==> config.mk <==
export PLATFORM = sky130hd
export DESIGN_NAME = skip_table_logic
export DESIGN_NICKNAME = d
export VERILOG_FILES = /design/src/rtl/skip_table_logic.v
export VERILOG_INCLUDE_DIRS = /design/src /design/src/rtl
export SDC_FILE = /design/constraint.sdc
export NUM_CORES = 1
export LEC_CHECK = 0
export ABC_AREA = 1
export BUFFER_PORTS_ARGS = -buffer_cell sky130_fd_sc_hd__buf_4
export CELL_PAD_IN_SITES_DETAIL_PLACEMENT = 2
export CELL_PAD_IN_SITES_GLOBAL_PLACEMENT = 2
export CORE_UTILIZATION = 30
export CTS_BUF_LIST = sky130_fd_sc_hd__clkbuf_4
export DETAILED_ROUTE_END_ITERATION = 8
export MAX_ROUTING_LAYER = met4
export PLACE_DENSITY = 0.81
export SETUP_SLACK_MARGIN = 0.4
export SLEW_MARGIN = 40
export SYNTH_ARGS = -nofsm -noshare
export SYNTH_HDL_FRONTEND = slang
export SYNTH_SLANG_ARGS = --single-unit
export TNS_END_PERCENT = 30
==> constraint.sdc <==
create_clock -name i_sys_clk -period 3.52 [get_ports i_sys_clk]
set_input_delay 0.352 -clock i_sys_clk [delete_from_list [all_inputs] [get_ports i_sys_clk]]
set_output_delay 0.352 -clock i_sys_clk [all_outputs]
set_load 0.005 [all_outputs]
==> src/rtl/skip_table_logic_defs.vh <==
// constants for the skip, table, subtract and xor execution unit
`ifndef SKIP_TABLE_LOGIC_DEFS_VH
`define SKIP_TABLE_LOGIC_DEFS_VH
// operation codes on i_op
`define OP_NONE        5'h00
`define OP_INC_SKIP    5'h01
`define OP_INCA_SKIP   5'h02
`define OP_BIT_SKIP_NZ 5'h03
`define OP_BIT_SKIP_Z  5'h04
`define OP_BYTE_SKIP_NZ 5'h05
`define OP_BYTE_SKIP_Z 5'h06
`define OP_SUB_MEM     5'h07
`define OP_SUB_TO_MEM  5'h08
`define OP_SUB_IMM     5'h09
`define OP_SWAP        5'h0a
`define OP_SWAP_ACC    5'h0b
`define OP_COPY_SKIP_Z 5'h0c
`define OP_TAB_PAGED   5'h0d
`define OP_TAB_LAST    5'h0e
`define OP_ITAB_PAGED  5'h0f
`define OP_ITAB_LAST   5'h10
`define OP_XOR_MEM     5'h11
`define OP_XOR_TO_MEM  5'h12
`define OP_XOR_IMM     5'h13
// software register port map
`define REG_ACC        4'h0
`define REG_PTR_LOW    4'h1
`define REG_PTR_HIGH   4'h2
`define REG_HIGH_BYTE  4'h3
`define REG_FLAGS      4'h4
// flag field positions in the flags register
`define FLAG_C   0
`define FLAG_AC  1
`define FLAG_Z   2
`define FLAG_OV  3
`define FLAG_SC  4
`define FLAG_CZ  5
// reset values
`define RST_BYTE 8'h00
`define RST_FLAGS 6'h00
`endif

==> src/rtl/skip_table_logic.v <==
// execution unit for skip, table read, subtract, swap and xor instructions
// Notes on behaviour
// - increment memory byte, skip when zero
// - accumulator gets byte plus one, skip zero
// - skips take two cycles with dummy
// - bit set skips following instruction
// - bit clear skips following instruction
// - byte test rewrites value, skip zero/nonzero
// - carry set unless subtraction negative
// - subtraction updates all six flags
// - difference stored to memory, not accumulator
// - immediate subtraction into accumulator
// - nibble swap in memory, flags kept
// - swapped byte into accumulator only
// - copy byte to accumulator, skip zero
// - paged table read, low/high split
// - last page read uses low pointer
// - pre-increment low pointer, paged read
// - pre-increment, last page read, no flags
// - xor memory into accumulator, zero flag
// - xor result back to memory, zero flag
// - xor immediate into accumulator, zero flag
//
// Design decisions made here: the placing of the registers and the strobed register port.
`include "skip_table_logic_defs.vh"
`default_nettype none
module skip_table_logic #(
  parameter PROG_AW = 12
) (
  // clock and reset
  input wire i_sys_clk,
  input wire i_rst_n,
  // instruction issue
  input wire i_start,
  input wire [4:0] i_op,
  input wire [2:0] i_bit_sel,
  input wire [7:0] i_imm,
  // data memory operand
  input wire [7:0] i_mem_rdata,
  output reg o_mem_we,
  output reg [7:0] o_mem_wdata,
  // program memory table port
  output reg o_prog_re,
  output reg [PROG_AW-1:0] o_prog_addr,
  input wire [15:0] i_prog_rdata,
  // sequencing
  output wire o_busy,
  output reg o_skip,
  output reg o_done,
  // register port
  input wire [3:0] i_addr,
  input wire [7:0] i_wdata,
  input wire i_wr,
  input wire i_rd,
  output reg [7:0] o_rdata,
  // state for observation
  output wire [7:0] o_acc,
  output wire [5:0] o_flags
);
  localparam ST_IDLE = 3'b001;
  localparam ST_TAB = 3'b010;
  localparam ST_DUMMY = 3'b100;

  reg [2:0] state;
  reg [7:0] acc;
  reg [7:0] ptr_low;
  reg [7:0] ptr_high;
  reg [7:0] high_byte;
  reg [5:0] flags;
  reg tab_last;

  reg [7:0] next_acc;
  reg [7:0] next_ptr_low;
  reg [5:0] next_flags;
  reg [7:0] res;
  reg mem_we_c;
  reg do_skip;
  reg do_tab;
  reg [8:0] diff;
  reg [4:0] ndiff;

  assign o_acc = acc;
  assign o_flags = flags;
  assign o_busy = (state != ST_IDLE);

  // zero test used by skips and flag updates
  function is_null;
    input [7:0] v;
    begin
      is_null = (v == 8'h00);
    end
  endfunction

  // table address: paged uses both bytes, last page forces top bits high
  function [PROG_AW-1:0] tab_addr;
    input last;
    input [7:0] hi;
    input [7:0] lo;
    reg [15:0] full;
    begin
      full = last ? {8'hff, lo} : {hi, lo};
      tab_addr = full[PROG_AW-1:0];
    end
  endfunction

  // decode and compute one instruction
  always @* begin
    next_acc = acc;
    next_ptr_low = ptr_low;
    next_flags = flags;
    res = i_mem_rdata;
    mem_we_c = 1'b0;
    do_skip = 1'b0;
    do_tab = 1'b0;
    diff = {1'b0, acc} - {1'b0, (i_op == `OP_SUB_IMM) ? i_imm : i_mem_rdata};
    ndiff = {1'b0, acc[3:0]} -
      {1'b0, (i_op == `OP_SUB_IMM) ? i_imm[3:0] : i_mem_rdata[3:0]};
    if (i_start && state == ST_IDLE) begin
      case (i_op)
        `OP_INC_SKIP: begin
          res = i_mem_rdata + 8'h01;
          mem_we_c = 1'b1;
          do_skip = is_null(res);
        end
        `OP_INCA_SKIP: begin
          res = i_mem_rdata + 8'h01;
          next_acc = res;
          do_skip = is_null(res);
        end
        `OP_BIT_SKIP_NZ: do_skip = i_mem_rdata[i_bit_sel];
        `OP_BIT_SKIP_Z: do_skip = ~i_mem_rdata[i_bit_sel];
        `OP_BYTE_SKIP_NZ: begin
          mem_we_c = 1'b1;
          do_skip = ~is_null(i_mem_rdata);
        end
        `OP_BYTE_SKIP_Z: begin
          mem_we_c = 1'b1;
          do_skip = is_null(i_mem_rdata);
        end
        `OP_SUB_MEM, `OP_SUB_TO_MEM, `OP_SUB_IMM: begin
          res = diff[7:0];
          next_flags[`FLAG_C] = ~diff[8];
          next_flags[`FLAG_AC] = ~ndiff[4];
          next_flags[`FLAG_Z] = is_null(res);
          next_flags[`FLAG_CZ] = is_null(res);
          next_flags[`FLAG_OV] = (acc[7] != res[7]) &&
            (acc[7] != ((i_op == `OP_SUB_IMM) ? i_imm[7] : i_mem_rdata[7]));
          next_flags[`FLAG_SC] = res[7] ^ next_flags[`FLAG_OV];
          if (i_op == `OP_SUB_TO_MEM)
            mem_we_c = 1'b1;
          else
            next_acc = res;
        end
        `OP_SWAP: begin
          res = {i_mem_rdata[3:0], i_mem_rdata[7:4]};
          mem_we_c = 1'b1;
        end
        `OP_SWAP_ACC: next_acc = {i_mem_rdata[3:0], i_mem_rdata[7:4]};
        `OP_COPY_SKIP_Z: begin
          next_acc = i_mem_rdata;
          do_skip = is_null(i_mem_rdata);
        end
        `OP_TAB_PAGED, `OP_TAB_LAST: do_tab = 1'b1;
        `OP_ITAB_PAGED, `OP_ITAB_LAST: begin
          next_ptr_low = ptr_low + 8'h01;
          do_tab = 1'b1;
        end
        `OP_XOR_MEM, `OP_XOR_IMM: begin
          next_acc = acc ^ ((i_op == `OP_XOR_IMM) ? i_imm : i_mem_rdata);
          next_flags[`FLAG_Z] = is_null(next_acc);
        end
        `OP_XOR_TO_MEM: begin
          res = acc ^ i_mem_rdata;
          mem_we_c = 1'b1;
          next_flags[`FLAG_Z] = is_null(res);
        end
        default: ;
      endcase
    end
  end

  // sequencer and architectural state
  always @(posedge i_sys_clk) begin
    if (!i_rst_n) begin
      state <= ST_IDLE;
      acc <= `RST_BYTE;
      ptr_low <= `RST_BYTE;
      ptr_high <= `RST_BYTE;
      high_byte <= `RST_BYTE;
      flags <= `RST_FLAGS;
      tab_last <= 1'b0;
      o_mem_we <= 1'b0;
      o_mem_wdata <= `RST_BYTE;
      o_prog_re <= 1'b0;
      o_prog_addr <= {PROG_AW{1'b0}};
      o_skip <= 1'b0;
      o_done <= 1'b0;
      o_rdata <= `RST_BYTE;
    end else begin
      o_mem_we <= 1'b0;
      o_prog_re <= 1'b0;
      o_skip <= 1'b0;
      o_done <= 1'b0;
      case (state)
        ST_IDLE: begin
          if (i_start) begin
            acc <= next_acc;
            ptr_low <= next_ptr_low;
            flags <= next_flags;
            o_mem_we <= mem_we_c;
            o_mem_wdata <= res;
            if (do_tab) begin
              // the updated pointer forms the address
              tab_last <= (i_op == `OP_TAB_LAST) || (i_op == `OP_ITAB_LAST);
              o_prog_re <= 1'b1;
              o_prog_addr <= tab_addr((i_op == `OP_TAB_LAST) ||
                (i_op == `OP_ITAB_LAST), ptr_high, next_ptr_low);
              state <= ST_TAB;
            end else if (do_skip) begin
              // dummy cycle replaces the skipped instruction
              o_skip <= 1'b1;
              state <= ST_DUMMY;
            end else begin
              o_done <= 1'b1;
            end
          end
        end
        ST_TAB: begin
          // low byte to memory, high byte held here
          o_mem_we <= 1'b1;
          o_mem_wdata <= i_prog_rdata[7:0];
          high_byte <= i_prog_rdata[15:8];
          o_done <= 1'b1;
          state <= ST_IDLE;
        end
        ST_DUMMY: begin
          o_done <= 1'b1;
          state <= ST_IDLE;
        end
        default: state <= ST_IDLE;
      endcase
      // software writes lose to the instruction in flight
      if (i_wr && !(i_start && state == ST_IDLE)) begin
        if (i_addr == `REG_ACC)
          acc <= i_wdata;
        else if (i_addr == `REG_PTR_LOW)
          ptr_low <= i_wdata;
        else if (i_addr == `REG_PTR_HIGH)
          ptr_high <= i_wdata;
        else if (i_addr == `REG_FLAGS)
          flags <= i_wdata[5:0];
      end
      // read data the cycle after the strobe; unmapped reads zero
      if (i_rd) begin
        if (i_addr == `REG_ACC)
          o_rdata <= acc;
        else if (i_addr == `REG_PTR_LOW)
          o_rdata <= ptr_low;
        else if (i_addr == `REG_PTR_HIGH)
          o_rdata <= ptr_high;
        else if (i_addr == `REG_HIGH_BYTE)
          o_rdata <= high_byte;
        else if (i_addr == `REG_FLAGS)
          o_rdata <= {2'b00, flags};
        else
          o_rdata <= 8'h00;
      end else begin
        o_rdata <= 8'h00;
      end
    end
  end
endmodule
`default_nettype wire

==> out/summary.txt <==
Hold Path Origin - i_prog_rdata[11]
wire per inst - 22.0 um
cell with the most instances after synthesis - nand2_1
Critical Path Fanout Max - 7
fmax - 326 MHz
worst slew pin tran - 766 ps
Post-DRT Antenna Nets - 0
Critical Path Most Common Cell - nand2_1
Int Power - 0.00131 W
clock buffer depth - 2
GRT Overall Usage - 0.296
final wirelength - 25.8 mm
Root Driver - clkbuf_4
CP max stage delay - 580 ps
Filler Cells Inserted - 2073
via count - 6282
Reg2Reg Depth - 19
CP endpoint kind - register
RSZ-0062 raised after global routing - true
vias in the first global route - 6605
Hold Crit Depth - 3
Worst EP arrival - 3450 ps
dpl ws - -139 ps
Initial Util - 0.309
first-pass GRT wire length - 38.4 mm
Final Cycle Share - 0.872
power per cell area - 297 nW/um^2
CTS tree - done
Clk Latency, worst-skew pair - 440 ps
worst flop-to-flop path startpoint - o_acc[4]
Max Slew Vio Count - 0
top cells by count, synth - nand2_1 (208), nor2_1 (101), inv_1 (88)
Final GP Congestion - 0.966
#FFs+latches synth - 73
initial drt markers - 378
Std-Cell Rows - 47
R2R Path End - o_flags[2]
initial antenna violation count - 0
I/O Buffers - 103
Finished Cell Area - 6650 um^2
CTS clock-pin slew for the worst setup and hold paths - 130 ps
Clk pwr share - 0.302
switch share - 0.336
setup violators final - 0
Hold Crit Class - input pin to register
Synth cell types - 42
Req. time, crit path - 3900 ps
Yosys warning count - 0
WS Path Type - input pin to register
Avg Cell Area, Syn - 6.24 um^2
Synthesized Nets - 898
sequential power share - 0.440
drt drc - 0
Tmin final - 3070 ps
P_leak - 3.07 nW
dominant cells by area after synthesis - dfxtp_1 (28%), nand2_1 (15%), o21ai_0 (7.4%)
Post-Syn Instances - 825
NumNets Final - 1019
Peak VDD IR - 136 uV
Synth top area share - 0.284
core area - 16600 um^2
Layout area overhead - 29.2%
placed cell areas - 6210 um^2
die area - 17700 um^2
drt first pass iters - 5
prevailing post-synth register cell - dfxtp_1
final global-route overflow total - 0
# Max-Cap Violations - 0
CTS sink cnt - 73
status - complete, no violations
Die Height - 133 um
worst-path cell with the longest stage delay - fa_1
via/cell ratio - 5.36
crit start category - input pin
Yosys top cell by area - dfxtp_1
sequential area share after synthesis - 0.284
Net Sw Power - 0.000665 W
# IOs - 104
netlist area before placement - 5150 um^2
CTS buffer count - 9
largest net degree at the start of global routing - 50
Worst slew margin - 0.486
detailed placement HPWL - 19.9 mm
ys async rst share - 0
Comb power frac - 0.258
H-tree levels - 3
setup slack after layout - 451 ps
CTS Hold Bufs - 0
EDFF count, synth - 0
final hold vios - 0
worst hold path endpoint - high_byte[3]
die extent in x - 133 um
skew final - 17.0 ps
layout cells sized above 1 - 0.209
Worst R2R Setup Slack - 510 ps
[cell families (layout without fill, tap and decap cells)]
family          Yosys count  after routing  share of synthesized area
simple gates            410            410                      0.337
other cells               0              1                          0
xor+xnor                 22             22                     0.0374
fa+ha+maj                16             16                     0.0418
flops                    73             73                      0.284
compound gates          184            184                      0.207
mux                       1              1                    0.00194
buf+inv                 119            245                     0.0914
[metrics by stage]
stage,total power (W),utilization,setup TNS [ps],hold slack [ps],std cells
3_5_place_dp,0.00135,0.373,-234,458,1140
2_1_floorplan,0.00112,-,0,425,825
4_1_cts,0.00194,0.383,0,85.4,1157
5_1_grt,0.00206,0.400,0,112,1171
3_3_place_gp,0.00133,0.373,0,440,1140
6_report,0.00198,0.400,0,118,1172
[worst max-delay path: cells and delay by family]
family | cells | cell delay, ps
AO/OA/AOI/OAI | 3 | 360
adder cells (fa/ha/maj) | 2 | 770
AND/OR/NAND/NOR | 18 | 1650
buffers and inverters | 3 | 310
[layout make-up]
| class | count | area [um^2] | area share |
|---|---|---|---|
| Clock inverter | 7 | 85.1 | 0.0128 |
| Sequential cell | 73 | 1460 | 0.220 |
| Antenna cell | 1 | 2.50 | 0.000376 |
| Tap cell | 220 | 275 | 0.0414 |
| Multi-Input combinational cell | 633 | 3380 | 0.508 |
| Clock buffer | 9 | 67.6 | 0.0102 |
| Timing Repair Buffer | 134 | 1020 | 0.153 |
| Inverter | 95 | 362 | 0.0544 |
[power groups by stage]
stage	logic [W]	clock network (W)	registers (W)
5_1_grt	0.000552	0.000640	0.000872
6_report	0.000510	0.000597	0.000869
3_3_place_gp	0.000442	0	0.000886
3_5_place_dp	0.000459	0	0.000887
2_1_floorplan	0.000239	0	0.000881
4_1_cts	0.000464	0.000611	0.000869
[cells in the final DEF, fill, tap and decap left out, types with 5 or more instances in the layout]
master and instances:
nor3_1 11, o211ai_1 14, nand2_1 199, xor2_1 19, inv_2 5, dfxtp_1 73, clkbuf_4 9, buf_4 132
nand3_1 65, a31oi_1 18, o21ai_0 71, inv_1 86, o21ai_1 5, a22o_1 5, nor2_1 98, o22ai_1 8
ha_1 10, a21oi_1 44, nand2_2 10, nand4_1 6
[worst max path at each step]
| stage | from | to | slack (ps) | depth (start not counted) |
|---|---|---|---|---|
| floorplan | i_op[4] | o_flags[2] | 410 | 26 |
| global placement | i_op[2] | o_flags[2] | 150 | 26 |
| detailed placement | i_op[2] | o_flags[2] | -140 | 26 |
| CTS | i_op[2] | o_flags[2] | 400 | 26 |
| global route | i_op[4] | o_flags[2] | 280 | 26 |
| finish | i_op[4] | o_flags[2] | 450 | 26 |
[state kept, by name (all words and copies together) (netlist names)]
name / count
state: 3
ptr_high: 8
o_acc: 8
o_flags: 6
o_prog_addr: 12
high_byte: 8
o_mem_we: 1
o_done: 1
o_prog_re: 1
o_skip: 1
o_mem_wdata: 8
ptr_low: 8
o_rdata: 8
[per-layer routing]
layer	part of all wire	track usage	routed length [um]
met1	0.47	0.389	12100
met2	0.48	0.485	12300
met3	0.040	0.0341	1030
met4	0.017	0.0594	430
met5	0	-	0
[what timing repair did]
item                       CTS  global route
pin swaps                    1            23
gates resized for setup      1            43
setup endpoints to repair    2             3
buffers inserted             1            14
No activity file was read; power rests on OpenSTA's default activity.
